**src/ces_defines.svh**
```systemverilog
`ifndef CES_DEFINES_SVH
`define CES_DEFINES_SVH
// ==========================================
// event register layout
`define CES_EV_CME 5
`define CES_EV_EXE 4
`define CES_EV_DDE 3
`define CES_EV_QUE 2
`define CES_EV_OPC 0
`define CES_EV_USED 8'h3D
`define CES_ESE_RST 8'h00
`define CES_ESR_RST 8'h00
// ==========================================
// error classes (hundreds digit)
`define CES_CLS_CMD 3'h1
`define CES_CLS_EXE 3'h2
`define CES_CLS_DEV 3'h3
`define CES_CLS_QRY 3'h4
// ==========================================
// calibration store geometry
`define CES_WORDS 8
`define CES_WIDX_W 3
`define CES_AREA_W 3
`define CES_CAL_W 16
`define CES_WIDX_LAST 3'h7
// ==========================================
// password limits
`define CES_PW_MIN 5'h06
`define CES_PW_MAX 5'h14
`endif

```
**src/ces_pkg.sv**
```systemverilog
`include "ces_defines.svh"
package ces_pkg;
    // ==========================================
    // calibration areas
    typedef enum logic [2:0] {
        AREA_WORK = 3'b000,
        AREA_PRI = 3'b001,
        AREA_OLD = 3'b010,
        AREA_FACT = 3'b011,
        AREA_MAST = 3'b100,
        AREA_FIRST = 3'b101
    } ces_area_t;
    // ==========================================
    // parsed command opcodes
    typedef enum logic [3:0] {
        OP_NONE = 4'b0000,
        OP_COMMIT = 4'b0001,
        OP_DUMP = 4'b0010,
        OP_COPY = 4'b0011,
        OP_MSG_END = 4'b0100,
        OP_CLS = 4'b0101,
        OP_ESE_WR = 4'b0110,
        OP_ESE_RD = 4'b0111,
        OP_ESR_RD = 4'b1000,
        OP_IDN_RD = 4'b1001,
        OP_OPC = 4'b1010,
        OP_PW_CHAR = 4'b1011,
        OP_PW_END = 4'b1100
    } ces_op_t;
    // ==========================================
    // bcd calibration date mm/dd/yyyy
    typedef struct packed {
        logic [7:0] month;
        logic [7:0] day;
        logic [15:0] year;
    } ces_date_t;
    typedef struct packed {
        ces_op_t op;
        ces_area_t area;
        logic [7:0] arg;
        logic date_ok;
        ces_date_t date;
    } ces_cmd_t;
    typedef enum logic [1:0] {
        RSP_INT = 2'b00,
        RSP_IDN = 2'b01
    } ces_rsp_kind_t;
    typedef struct packed {
        ces_rsp_kind_t kind;
        logic [7:0] value;
    } ces_rsp_t;
    // ==========================================
    // store sequencer states
    typedef enum logic [2:0] {
        ST_IDLE = 3'b000,
        ST_RSRC = 3'b001,
        ST_RPRI = 3'b010,
        ST_WOLD = 3'b011,
        ST_WPRI = 3'b100,
        ST_WWRK = 3'b101,
        ST_WDST = 3'b110
    } ces_state_t;
endpackage

```
**src/ces_cal_mem.sv**
```systemverilog
`timescale 1ns/1ps
`include "ces_defines.svh"
// ==========================================
// calibration word store, registered read
module ces_cal_mem (
    input wire logic clk,
    input wire logic [`CES_AREA_W+`CES_WIDX_W-1:0] rd_addr,
    output logic [`CES_CAL_W-1:0] rd_data,
    input wire logic wr_en,
    input wire logic [`CES_AREA_W+`CES_WIDX_W-1:0] wr_addr,
    input wire logic [`CES_CAL_W-1:0] wr_data
);
    // one row per area and word
    logic [`CES_CAL_W-1:0] mem [0:(1<<(`CES_AREA_W+`CES_WIDX_W))-1];

    // write port
    always_ff @(posedge clk)
    begin
        if (wr_en)
        begin
            mem[wr_addr] <= wr_data;
        end
    end

    // read data leaves a register
    always_ff @(posedge clk)
    begin
        rd_data <= mem[rd_addr];
    end
endmodule

```
**src/ces_top.sv**
```systemverilog
`timescale 1ns/1ps
`include "ces_defines.svh"
// ==========================================
// calibration store and event status
module ces_top #(
    parameter bit FACT_PW_EN = 1'b0 // special firmware allows factory overwrite
) (
    input wire logic clk,
    input wire logic rst_b,
    input wire logic cmd_valid,
    input wire ces_pkg::ces_cmd_t cmd,
    input wire logic err_valid,
    input wire logic [2:0] err_class,
    input wire logic out_err,
    input wire logic [`CES_CAL_W-1:0] live_data,
    output logic [`CES_WIDX_W-1:0] live_idx,
    output logic busy,
    output logic rsp_valid,
    output ces_pkg::ces_rsp_t rsp,
    output logic esb,
    output logic err_q_clr,
    output ces_pkg::ces_date_t cal_date,
    output logic unlocked
);
    import ces_pkg::*;

    // ==========================================
    // state
    ces_state_t st_r, st_nxt;
    logic [`CES_WIDX_W-1:0] wi_r; // word index in a walk
    ces_area_t src_r; // dumped source area
    logic src_ok_r; // dump seen in this message
    ces_area_t dst_r; // destination of a plain copy
    logic from_src_r; // rotation takes data from source
    logic [`CES_CAL_W-1:0] hold_r; // source word kept over rotation
    logic [7:0] esr_r, esr_nxt;
    logic [7:0] ese_r, ese_nxt;
    logic esb_r;
    logic busy_r; // walk in progress, registered not-idle
    logic opc_pend_r; // waiting for idle to raise complete
    logic rsp_valid_r;
    ces_rsp_t rsp_r;
    logic err_q_clr_r;
    ces_date_t date_r;
    logic unlock_r;
    // password scan
    logic [4:0] pw_len_r;
    logic pw_alpha_r, pw_num_r, pw_punct_r, pw_bad_r;

    // ==========================================
    // command decode
    wire logic is_commit = cmd_valid && cmd.op == OP_COMMIT;
    wire logic is_dump = cmd_valid && cmd.op == OP_DUMP;
    wire logic is_copy = cmd_valid && cmd.op == OP_COPY;
    wire logic is_end = cmd_valid && cmd.op == OP_MSG_END;
    wire logic is_cls = cmd_valid && cmd.op == OP_CLS;
    wire logic is_ese_wr = cmd_valid && cmd.op == OP_ESE_WR;
    wire logic is_ese_rd = cmd_valid && cmd.op == OP_ESE_RD;
    wire logic is_esr_rd = cmd_valid && cmd.op == OP_ESR_RD;
    wire logic is_idn = cmd_valid && cmd.op == OP_IDN_RD;
    wire logic is_opc = cmd_valid && cmd.op == OP_OPC;
    wire logic is_pw_ch = cmd_valid && cmd.op == OP_PW_CHAR;
    wire logic is_pw_end = cmd_valid && cmd.op == OP_PW_END;
    wire logic idle = st_r == ST_IDLE;
    // areas above first do not exist
    wire logic area_bad = cmd.area > AREA_FIRST;

    // ==========================================
    // store request checks
    // factory destination needs the unlock
    wire logic fact_block = cmd.area == AREA_FACT && !unlock_r;
    // copy without a dump in the same message is a command error
    wire logic copy_nosrc = is_copy && !src_ok_r;
    wire logic copy_go = is_copy && src_ok_r && idle && !fact_block && !area_bad;
    wire logic commit_go = is_commit && idle;
    // busy store or blocked destination is an execution error
    wire logic store_ref = (is_commit && !idle) ||
        (is_copy && src_ok_r && (!idle || fact_block || area_bad));
    wire logic dump_bad = is_dump && area_bad;

    // ==========================================
    // password character classes
    wire logic ch_alpha = cmd.arg >= 8'h41 && cmd.arg <= 8'h5A;
    wire logic ch_num = cmd.arg >= 8'h30 && cmd.arg <= 8'h39;
    wire logic ch_punct = cmd.arg == 8'h21 || cmd.arg == 8'h40 || cmd.arg == 8'h23 ||
        cmd.arg == 8'h24 || cmd.arg == 8'h25 || cmd.arg == 8'h5E ||
        cmd.arg == 8'h26 || cmd.arg == 8'h2A;
    // lower case, space, control and others are refused
    wire logic ch_bad = !(ch_alpha || ch_num || ch_punct);
    wire logic pw_good = pw_len_r >= `CES_PW_MIN && pw_len_r <= `CES_PW_MAX &&
        pw_alpha_r && pw_num_r && pw_punct_r && !pw_bad_r;
    wire logic pw_fail = is_pw_end && !(pw_good && FACT_PW_EN);

    // ==========================================
    // memory wiring
    logic [`CES_CAL_W-1:0] rd_data;
    wire logic last_word = wi_r == `CES_WIDX_LAST;

    // read area per sequencer step
    wire logic [`CES_AREA_W-1:0] rd_area = (st_r == ST_RSRC) ? src_r :
        (st_r == ST_RPRI) ? AREA_PRI : AREA_WORK;
    // write area per sequencer step
    wire logic [`CES_AREA_W-1:0] wr_area = (st_r == ST_WOLD) ? AREA_OLD :
        (st_r == ST_WPRI) ? AREA_PRI :
        (st_r == ST_WDST) ? dst_r : AREA_WORK;
    wire logic wr_en = st_r == ST_WOLD || st_r == ST_WPRI || st_r == ST_WWRK || st_r == ST_WDST;
    // working takes the live table or the kept source word
    wire logic [`CES_CAL_W-1:0] wr_data = (st_r == ST_WWRK) ? (from_src_r ? hold_r : live_data) : rd_data;

    // six areas of words, each kept until rewritten
    ces_cal_mem u_mem (
        .clk(clk),
        .rd_addr({rd_area, wi_r}),
        .rd_data(rd_data),
        .wr_en(wr_en),
        .wr_addr({wr_area, wi_r}),
        .wr_data(wr_data)
    );

    // ==========================================
    // store sequencer next state
    always_comb
    begin
        st_nxt = st_r;
        case (st_r)
            ST_IDLE:
            begin
                if (commit_go)
                    st_nxt = ST_RPRI;
                else if (copy_go)
                    st_nxt = ST_RSRC;
            end
            // source word read first so a prior source survives
            ST_RSRC:
                st_nxt = (dst_r == AREA_WORK) ? ST_RPRI : ST_WDST;
            ST_RPRI:
                st_nxt = ST_WOLD;
            // oldest lost, prior moves down
            ST_WOLD:
                st_nxt = ST_WPRI;
            ST_WPRI:
                st_nxt = ST_WWRK;
            ST_WWRK:
                st_nxt = last_word ? ST_IDLE : (from_src_r ? ST_RSRC : ST_RPRI);
            ST_WDST:
                st_nxt = last_word ? ST_IDLE : ST_RSRC;
            default:
                st_nxt = ST_IDLE;
        endcase
    end

    // ==========================================
    // sequencer registers
    always_ff @(posedge clk or negedge rst_b)
    begin
        if (!rst_b)
        begin
            st_r <= ST_IDLE;
            wi_r <= '0;
            busy_r <= 1'b0;
        end
        else
        begin
            st_r <= st_nxt;
            busy_r <= st_nxt != ST_IDLE;
            // word advances after each finished word
            if (st_r == ST_IDLE)
                wi_r <= '0;
            else if (st_r == ST_WWRK || st_r == ST_WDST)
                wi_r <= wi_r + 1'b1;
        end
    end

    // kind of walk latched at start
    always_ff @(posedge clk or negedge rst_b)
    begin
        if (!rst_b)
        begin
            from_src_r <= 1'b0;
            dst_r <= AREA_WORK;
        end
        else if (idle && (commit_go || copy_go))
        begin
            from_src_r <= copy_go;
            dst_r <= copy_go ? cmd.area : AREA_WORK;
        end
    end

    // source word captured one cycle after its read
    always_ff @(posedge clk or negedge rst_b)
    begin
        if (!rst_b)
            hold_r <= '0;
        else if (st_r == ST_RPRI && from_src_r)
            hold_r <= rd_data;
    end

    // ==========================================
    // dump remembers the source until message end
    always_ff @(posedge clk or negedge rst_b)
    begin
        if (!rst_b)
        begin
            src_r <= AREA_WORK;
            src_ok_r <= 1'b0;
        end
        else if (is_dump && !area_bad)
        begin
            src_r <= cmd.area;
            src_ok_r <= 1'b1;
        end
        else if (is_end)
            src_ok_r <= 1'b0;
    end

    // ==========================================
    // commit date kept for identification
    always_ff @(posedge clk or negedge rst_b)
    begin
        if (!rst_b)
            date_r <= '0;
        else if (commit_go && cmd.date_ok)
            date_r <= cmd.date;
    end

    // ==========================================
    // password scan and unlock
    always_ff @(posedge clk or negedge rst_b)
    begin
        if (!rst_b)
        begin
            pw_len_r <= '0;
            pw_alpha_r <= 1'b0;
            pw_num_r <= 1'b0;
            pw_punct_r <= 1'b0;
            pw_bad_r <= 1'b0;
            unlock_r <= 1'b0;
        end
        else if (is_pw_end)
        begin
            // a new password starts fresh
            pw_len_r <= '0;
            pw_alpha_r <= 1'b0;
            pw_num_r <= 1'b0;
            pw_punct_r <= 1'b0;
            pw_bad_r <= 1'b0;
            unlock_r <= pw_good && FACT_PW_EN;
        end
        else if (is_pw_ch)
        begin
            // length saturates past the maximum
            if (pw_len_r <= `CES_PW_MAX)
                pw_len_r <= pw_len_r + 1'b1;
            pw_alpha_r <= pw_alpha_r | ch_alpha;
            pw_num_r <= pw_num_r | ch_num;
            pw_punct_r <= pw_punct_r | ch_punct;
            pw_bad_r <= pw_bad_r | ch_bad;
        end
    end

    // ==========================================
    // event sources
    wire logic ev_cme = (err_valid && err_class == `CES_CLS_CMD) || copy_nosrc || dump_bad;
    wire logic ev_exe = (err_valid && err_class == `CES_CLS_EXE) || store_ref || pw_fail;
    wire logic ev_dde = (err_valid && err_class == `CES_CLS_DEV) || out_err;
    wire logic ev_que = err_valid && err_class == `CES_CLS_QRY;
    wire logic ev_opc = opc_pend_r && idle && !is_opc;
    logic [7:0] ev_set;
    logic [7:0] ev_clr;

    // set vector in register layout
    always_comb
    begin
        ev_set = 8'h00;
        ev_set[`CES_EV_CME] = ev_cme;
        ev_set[`CES_EV_EXE] = ev_exe;
        ev_set[`CES_EV_DDE] = ev_dde;
        ev_set[`CES_EV_QUE] = ev_que;
        ev_set[`CES_EV_OPC] = ev_opc;
    end

    // read or clear-status clears all, operation-complete command bit 0
    always_comb
    begin
        ev_clr = 8'h00;
        if (is_esr_rd || is_cls)
            ev_clr = 8'hFF;
        if (is_opc)
            ev_clr[`CES_EV_OPC] = 1'b1;
    end

    // sticky bits, a new event beats the clear
    assign esr_nxt = ((esr_r & ~ev_clr) | ev_set) & `CES_EV_USED;
    // mask writes only by its own command
    assign ese_nxt = is_ese_wr ? cmd.arg : ese_r;

    // ==========================================
    // event and mask registers
    always_ff @(posedge clk or negedge rst_b)
    begin
        if (!rst_b)
        begin
            esr_r <= `CES_ESR_RST;
            ese_r <= `CES_ESE_RST;
            esb_r <= 1'b0;
        end
        else
        begin
            esr_r <= esr_nxt;
            // clear-status leaves the mask alone
            ese_r <= ese_nxt;
            esb_r <= |(esr_nxt & ese_nxt);
        end
    end

    // operation complete pending, idled by clear-status
    always_ff @(posedge clk or negedge rst_b)
    begin
        if (!rst_b)
            opc_pend_r <= 1'b0;
        else if (is_cls)
            opc_pend_r <= 1'b0;
        else if (is_opc)
            opc_pend_r <= 1'b1;
        else if (idle)
            opc_pend_r <= 1'b0;
    end

    // error queue flush pulse
    always_ff @(posedge clk or negedge rst_b)
    begin
        if (!rst_b)
            err_q_clr_r <= 1'b0;
        else
            err_q_clr_r <= is_cls;
    end

    // ==========================================
    // query answers
    always_ff @(posedge clk or negedge rst_b)
    begin
        if (!rst_b)
        begin
            rsp_valid_r <= 1'b0;
            rsp_r <= '0;
        end
        else
        begin
            rsp_valid_r <= is_esr_rd || is_ese_rd || is_idn;
            if (is_esr_rd)
                rsp_r <= '{kind: RSP_INT, value: esr_r};
            else if (is_ese_rd)
                rsp_r <= '{kind: RSP_INT, value: ese_r};
            else if (is_idn)
                rsp_r <= '{kind: RSP_IDN, value: 8'h00};
        end
    end

    // ==========================================
    // outputs
    assign live_idx = wi_r;
    assign busy = busy_r;
    assign rsp_valid = rsp_valid_r;
    assign rsp = rsp_r;
    assign esb = esb_r;
    assign err_q_clr = err_q_clr_r;
    assign cal_date = date_r;
    assign unlocked = unlock_r;
endmodule

```
**config.mk**
```make
export PLATFORM = sky130hd
export DESIGN_NAME = ces_top
export DESIGN_NICKNAME = d
export VERILOG_FILES = /design/src/ces_pkg.sv /design/src/ces_cal_mem.sv /design/src/ces_top.sv
export VERILOG_INCLUDE_DIRS = /design/src /design/src/src
export SDC_FILE = /design/constraint.sdc
export NUM_CORES = 1
export LEC_CHECK = 0
export BUFFER_PORTS_ARGS = -buffer_cell sky130_fd_sc_hd__clkbuf_2
export CAP_MARGIN = 5
export CORE_MARGIN = 2
export CORE_UTILIZATION = 30
export CTS_CLUSTER_DIAMETER = 50
export DETAILED_ROUTE_END_ITERATION = 7
export GPL_TIMING_DRIVEN = 1
export HOLD_SLACK_MARGIN = 0.02
export PLACE_DENSITY = 0.64
export REMOVE_ABC_BUFFERS = 1
export SLEW_MARGIN = 20
export SYNTH_ARGS = -nofsm -noshare
export SYNTH_HDL_FRONTEND = slang
export SYNTH_SLANG_ARGS = --single-unit
```
**constraint.sdc**
```tcl
create_clock -name clk -period 3.14 [get_ports clk]
set_clock_uncertainty 0.05 [all_clocks]
set_input_delay 0.157 -clock clk [delete_from_list [all_inputs] [get_ports clk]]
set_output_delay 0.157 -clock clk [all_outputs]
set_load 0.01 [all_outputs]
```
==> impl_metrics.xml <==
<?xml version="1.0" encoding="UTF-8"?>
<metrics>
  <group name="worst_setup_path">
    <metric name="cp_cell_instances" unit="">nor3_2, and2_1, nand2_2, buf_4, mux2_4</metric>
    <metric name="crit_required" unit="ps">3310</metric>
    <metric name="critical-path-top-delay-family" unit="">simple AND/OR/NAND/NOR gates</metric>
    <metric name="criticalPathCategory" unit="">reg2reg</metric>
    <metric name="crit_path_end_kind" unit="">flip-flop</metric>
    <metric name="r2r_setup_slack" unit="ps">1060</metric>
    <metric name="critical_path.startpoint_type" unit="">flip-flop</metric>
    <metric name="worst_ep_arrival_time" unit="ps">2250</metric>
    <metric name="crit-reg2reg-capture" unit="">cal_date[7]</metric>
    <metric name="r2r_cells" unit="">5</metric>
    <metric name="slowest_stage" unit="">sky130_fd_sc_hd__dfrtp_1</metric>
    <metric name="cp_max_fo" unit="">31</metric>
    <metric name="worst_path_largest_cell_delay" unit="ps">490</metric>
    <metric name="r2r_start" unit="">st_r[2]</metric>
    <metric name="crit_buf_inv" unit="">1</metric>
  </group>
  <group name="hold_path">
    <metric name="hold_start" unit="">cmd[36]</metric>
    <metric name="hold_end" unit="">ese_r[3]</metric>
    <metric name="hold_depth" unit="">2</metric>
    <metric name="hold_class" unit="">in2reg</metric>
  </group>
  <group name="die">
    <metric name="row_count" unit="">37</metric>
    <metric name="ios" unit="">122</metric>
    <metric name="die_area" unit="mm^2">0.0112</metric>
    <metric name="dieHeight" unit="um">106</metric>
    <metric name="floorplan.die.width" unit="um">106</metric>
    <metric name="core-area" unit="mm^2">0.0102</metric>
    <metric name="floorplan.initialDensity" unit="">0.305</metric>
  </group>
  <group name="placement">
    <metric name="dp.cells" unit="">466</metric>
    <metric name="portBuffers" unit="">103</metric>
    <metric name="dp.final_hpwl" unit="um">5010</metric>
    <metric name="placed_area" unit="mm^2">0.00374</metric>
    <metric name="post-place-ws" unit="ps">1060</metric>
    <metric name="finalWeightedCongestion" unit="">0.805</metric>
  </group>
  <group name="synth">
    <metric name="sequential_cell_area_fraction_in_the_yosys_report" unit="">0.562</metric>
    <metric name="number_of_library_cell_types_mapped_by_synthesis" unit="">46</metric>
    <metric name="synth.area.top_cells" unit="">sky130_fd_sc_hd__dfrtp_1 56%, sky130_fd_sc_hd__mux2_4 14%, sky130_fd_sc_hd__mux2_2 3.2%, sky130_fd_sc_hd__nor2_1 2.4%, sky130_fd_sc_hd__a22o_1 1.7%</metric>
    <metric name="number_of_synthesized_flops_with_an_enable_pin" unit="">0</metric>
    <metric name="synth_largest_type_area_fraction" unit="">0.562</metric>
    <metric name="post-synth-top-area-cell" unit="">sky130_fd_sc_hd__dfrtp_1</metric>
    <metric name="ys.flop_type" unit="">sky130_fd_sc_hd__dfrtp_1</metric>
    <metric name="synth-async-reset-ratio" unit="">1.00</metric>
    <metric name="mappedNetlistArea" unit="mm^2">0.00312</metric>
    <metric name="synth.avg_cell_area" unit="um^2">13.3</metric>
    <metric name="synth_seq_cells" unit="">70</metric>
    <metric name="synth_cells" unit="">235</metric>
    <metric name="synth.yosys.warnings" unit="">0</metric>
  </group>
  <group name="pwr">
    <metric name="finalPower" unit="mW">2.90</metric>
    <metric name="max-vdd-ir-drop" unit="uV">372</metric>
    <metric name="total_leakage_power" unit="nW">2.32</metric>
    <metric name="power.density" unit="mW/mm^2">664</metric>
  </group>
  <group name="clock_network">
    <metric name="numCtsBuffers" unit="">9</metric>
    <metric name="worstSkewPairLatency" unit="ps">330</metric>
    <metric name="maximum_clock_insertion_buffer_count" unit="">2</metric>
    <metric name="clock_tree.htree_level_count" unit="">3</metric>
    <metric name="cts.sink_count" unit="">70</metric>
    <metric name="cts_tree" unit="">yes</metric>
    <metric name="cts.repair_timing.setup_buffer_count" unit="">0</metric>
    <metric name="clk_pin_slew_worst_paths" unit="ps">70</metric>
    <metric name="clock_tree_root" unit="">sky130_fd_sc_hd__clkbuf_8</metric>
    <metric name="post_cts_resize_count" unit="">0</metric>
  </group>
  <group name="outcome">
    <metric name="outcome" unit="">finished clean</metric>
  </group>
  <group name="timing">
    <metric name="final_critical_path_setup_slack" unit="ps">1060</metric>
    <metric name="rsz0062_at_grt" unit="">false</metric>
    <metric name="timing.final.crit_period" unit="ps">2080</metric>
    <metric name="report.final.slew_viol_count" unit="">0</metric>
    <metric name="final_min_period_over_clock_period" unit="">0.663</metric>
    <metric name="max-slew-margin-rel" unit="">0.420</metric>
    <metric name="max_clock_freq" unit="MHz">480</metric>
    <metric name="setup-tns-final" unit="ps">0</metric>
    <metric name="setup_violations" unit="">0</metric>
    <metric name="final-hold-violation-count" unit="">0</metric>
    <metric name="worstMarginPinSlew" unit="ps">870</metric>
  </group>
  <group name="global_routing">
    <metric name="remaining_global_route_overflow" unit="">0</metric>
    <metric name="antenna_found_initial" unit="">0</metric>
    <metric name="grt_pass1_vias" unit="">2571</metric>
    <metric name="grt_usage" unit="">0.138</metric>
    <metric name="global_route_wire_length_before_repair" unit="um">12300</metric>
    <metric name="grt_start_max_net_pins" unit="">71</metric>
  </group>
  <group name="layout">
    <metric name="final_std_cell_area_no_fill" unit="mm^2">0.00437</metric>
    <metric name="non_filler_cells_in_the_finished_layout" unit="">522</metric>
    <metric name="areaGrowthSynthToFinish" unit="%">40.0</metric>
    <metric name="final_nets" unit="">455</metric>
    <metric name="antenna-diode-count" unit="">0</metric>
    <metric name="fill_cells" unit="">971</metric>
    <metric name="drive_above_1_share" unit="">0.430</metric>
    <metric name="seq_area" unit="mm^2">0.00175</metric>
    <metric name="multi_input_combinational_cell_area" unit="mm^2">0.00125</metric>
  </group>
  <group name="routing">
    <metric name="drt-wirelength-per-cell" unit="um">14.2</metric>
    <metric name="routed_via_density" unit="">4.61</metric>
    <metric name="final_antenna_net_count" unit="">0</metric>
    <metric name="dr.pass1.iters" unit="">4</metric>
    <metric name="drt_iter0_markers" unit="">118</metric>
    <metric name="totalWireLength" unit="um">7430</metric>
    <metric name="drc" unit="">0</metric>
    <metric name="route.vias.total" unit="">2405</metric>
  </group>
  <group name="job">
    <metric name="cap_violations" unit="">0</metric>
  </group>
</metrics>
[Yosys cell counts (2+ instances only)]
| cell | count |
|---|---|
| sky130_fd_sc_hd__inv_1 | 10 |
| sky130_fd_sc_hd__dfrtp_1 | 70 |
| sky130_fd_sc_hd__ha_1 | 2 |
| sky130_fd_sc_hd__nand3b_1 | 2 |
| sky130_fd_sc_hd__a21o_1 | 3 |
| sky130_fd_sc_hd__a22o_1 | 6 |
| sky130_fd_sc_hd__a22oi_1 | 3 |
| sky130_fd_sc_hd__nand2b_1 | 5 |
| sky130_fd_sc_hd__buf_2 | 4 |
| sky130_fd_sc_hd__nor2_1 | 20 |
| sky130_fd_sc_hd__or3_1 | 2 |
| sky130_fd_sc_hd__nand2_1 | 8 |
| sky130_fd_sc_hd__a21oi_1 | 6 |
| sky130_fd_sc_hd__a222oi_1 | 5 |
| sky130_fd_sc_hd__o21ai_0 | 2 |
| sky130_fd_sc_hd__nor3b_1 | 2 |
| sky130_fd_sc_hd__buf_6 | 3 |
| sky130_fd_sc_hd__mux2_2 | 9 |
| sky130_fd_sc_hd__buf_4 | 3 |
| sky130_fd_sc_hd__nand2_2 | 2 |
| sky130_fd_sc_hd__o31ai_1 | 2 |
| sky130_fd_sc_hd__a211o_1 | 2 |
| sky130_fd_sc_hd__mux2i_1 | 5 |
| sky130_fd_sc_hd__nor4bb_1 | 2 |
| sky130_fd_sc_hd__nor3_1 | 6 |
| sky130_fd_sc_hd__mux2_4 | 30 |
| sky130_fd_sc_hd__nand4_1 | 2 |
[final cells by class]
cell class                      instances  share of cell area
Sequential cell                        70               0.401
Timing Repair Buffer                  145               0.213
Multi-Input combinational cell        145               0.287
Clock inverter                          6              0.0195
Inverter                               10             0.00860
Tap cell                              136              0.0390
Clock buffer                           10              0.0315
[worst max path at each step]
stage	startpoint	endpoint	slack (ps)	cells past startpoint
2_1_floorplan	st_r[2]	cal_date[0]	1050	4
3_3_place_gp	cmd[44]	cal_date[8]	1050	7
3_5_place_dp	cmd[44]	cal_date[17]	1060	7
4_1_cts	st_r[2]	cal_date[31]	1030	5
5_1_grt	st_r[2]	cal_date[31]	890	5
6_report	st_r[2]	cal_date[7]	1060	5
[worst register-to-register path, cell delays in order (launching register included)]
cell                      delay [ps]
sky130_fd_sc_hd__dfrtp_1         490
sky130_fd_sc_hd__nor3_2          440
sky130_fd_sc_hd__and2_1          230
sky130_fd_sc_hd__nand2_2          90
sky130_fd_sc_hd__buf_4           300
sky130_fd_sc_hd__mux2_4          380
[layer usage]
| metal | global-route usage | vias to the layer above | routed length, um |
|---|---|---|---|
| li1 | - | 1130 | - |
| met1 | 0.172 | 1172 | 3260 |
| met5 | 0 | - | 0 |
| met2 | 0.235 | 86 | 3650 |
| met4 | 0.0498 | 0 | 133 |
| met3 | 0.0331 | 17 | 379 |
[power by group]
| group | switching [mW] | internal [mW] | leakage (nW) | total [mW] |
|---|---|---|---|---|
| logic | 0.372 | 0.437 | 1.30 | 0.809 |
| registers | 0.166 | 1.12 | 0.913 | 1.29 |
| clock network | 0.335 | 0.466 | 0.108 | 0.801 |
[through the flow]
step	utilization	hold WS [ps]
after floorplan	-	-189
after global placement	0.366	330
after detailed placement	0.366	342
after CTS	0.427	20.9
after global routing	0.427	23.4
final	0.427	35.3
[logic make-up after synthesis]
family,share of synthesized area
mux,0.193
xor+xnor,0.00281
flops,0.562
compound gates,0.0891
buf+inv,0.0377
fa+ha+maj,0.00802
other cells,0.00120
simple gates,0.107
[cell usage in the layout (no fill, tap or decap), types with 3 or more instances in the layout]
cell and count:
sky130_fd_sc_hd__clkbuf_2 102, sky130_fd_sc_hd__dfrtp_1 70, sky130_fd_sc_hd__dlygate4sd3_1 40, sky130_fd_sc_hd__mux2_4 30, sky130_fd_sc_hd__nor2_1 20, sky130_fd_sc_hd__inv_1 10, sky130_fd_sc_hd__clkbuf_8 10, sky130_fd_sc_hd__mux2_2 9
sky130_fd_sc_hd__nand2_1 8, sky130_fd_sc_hd__a21oi_1 6, sky130_fd_sc_hd__nor3_1 6, sky130_fd_sc_hd__a22o_1 6, sky130_fd_sc_hd__nand2b_1 5, sky130_fd_sc_hd__mux2i_1 5, sky130_fd_sc_hd__a222oi_1 5, sky130_fd_sc_hd__a21o_1 3
sky130_fd_sc_hd__a22oi_1 3
[state kept, by name, indices dropped and copies added, names as in the netlist]
name and flops:
cal_date 32, rsp 9, ese_r 8, esr_r 5
dst_r 3, live_idx 3, st_r 3, busy 1
err_q_clr 1, esb 1, from_src_r 1, opc_pend_r 1
rsp_valid 1, src_ok_r 1
[what timing repair did]
action,4_1_cts,5_1_grt
hold buffers,40,0
endpoints found under the hold margin,109,0
endpoints found under the setup margin,0,0
No activity file was read; power rests on OpenSTA's default activity.
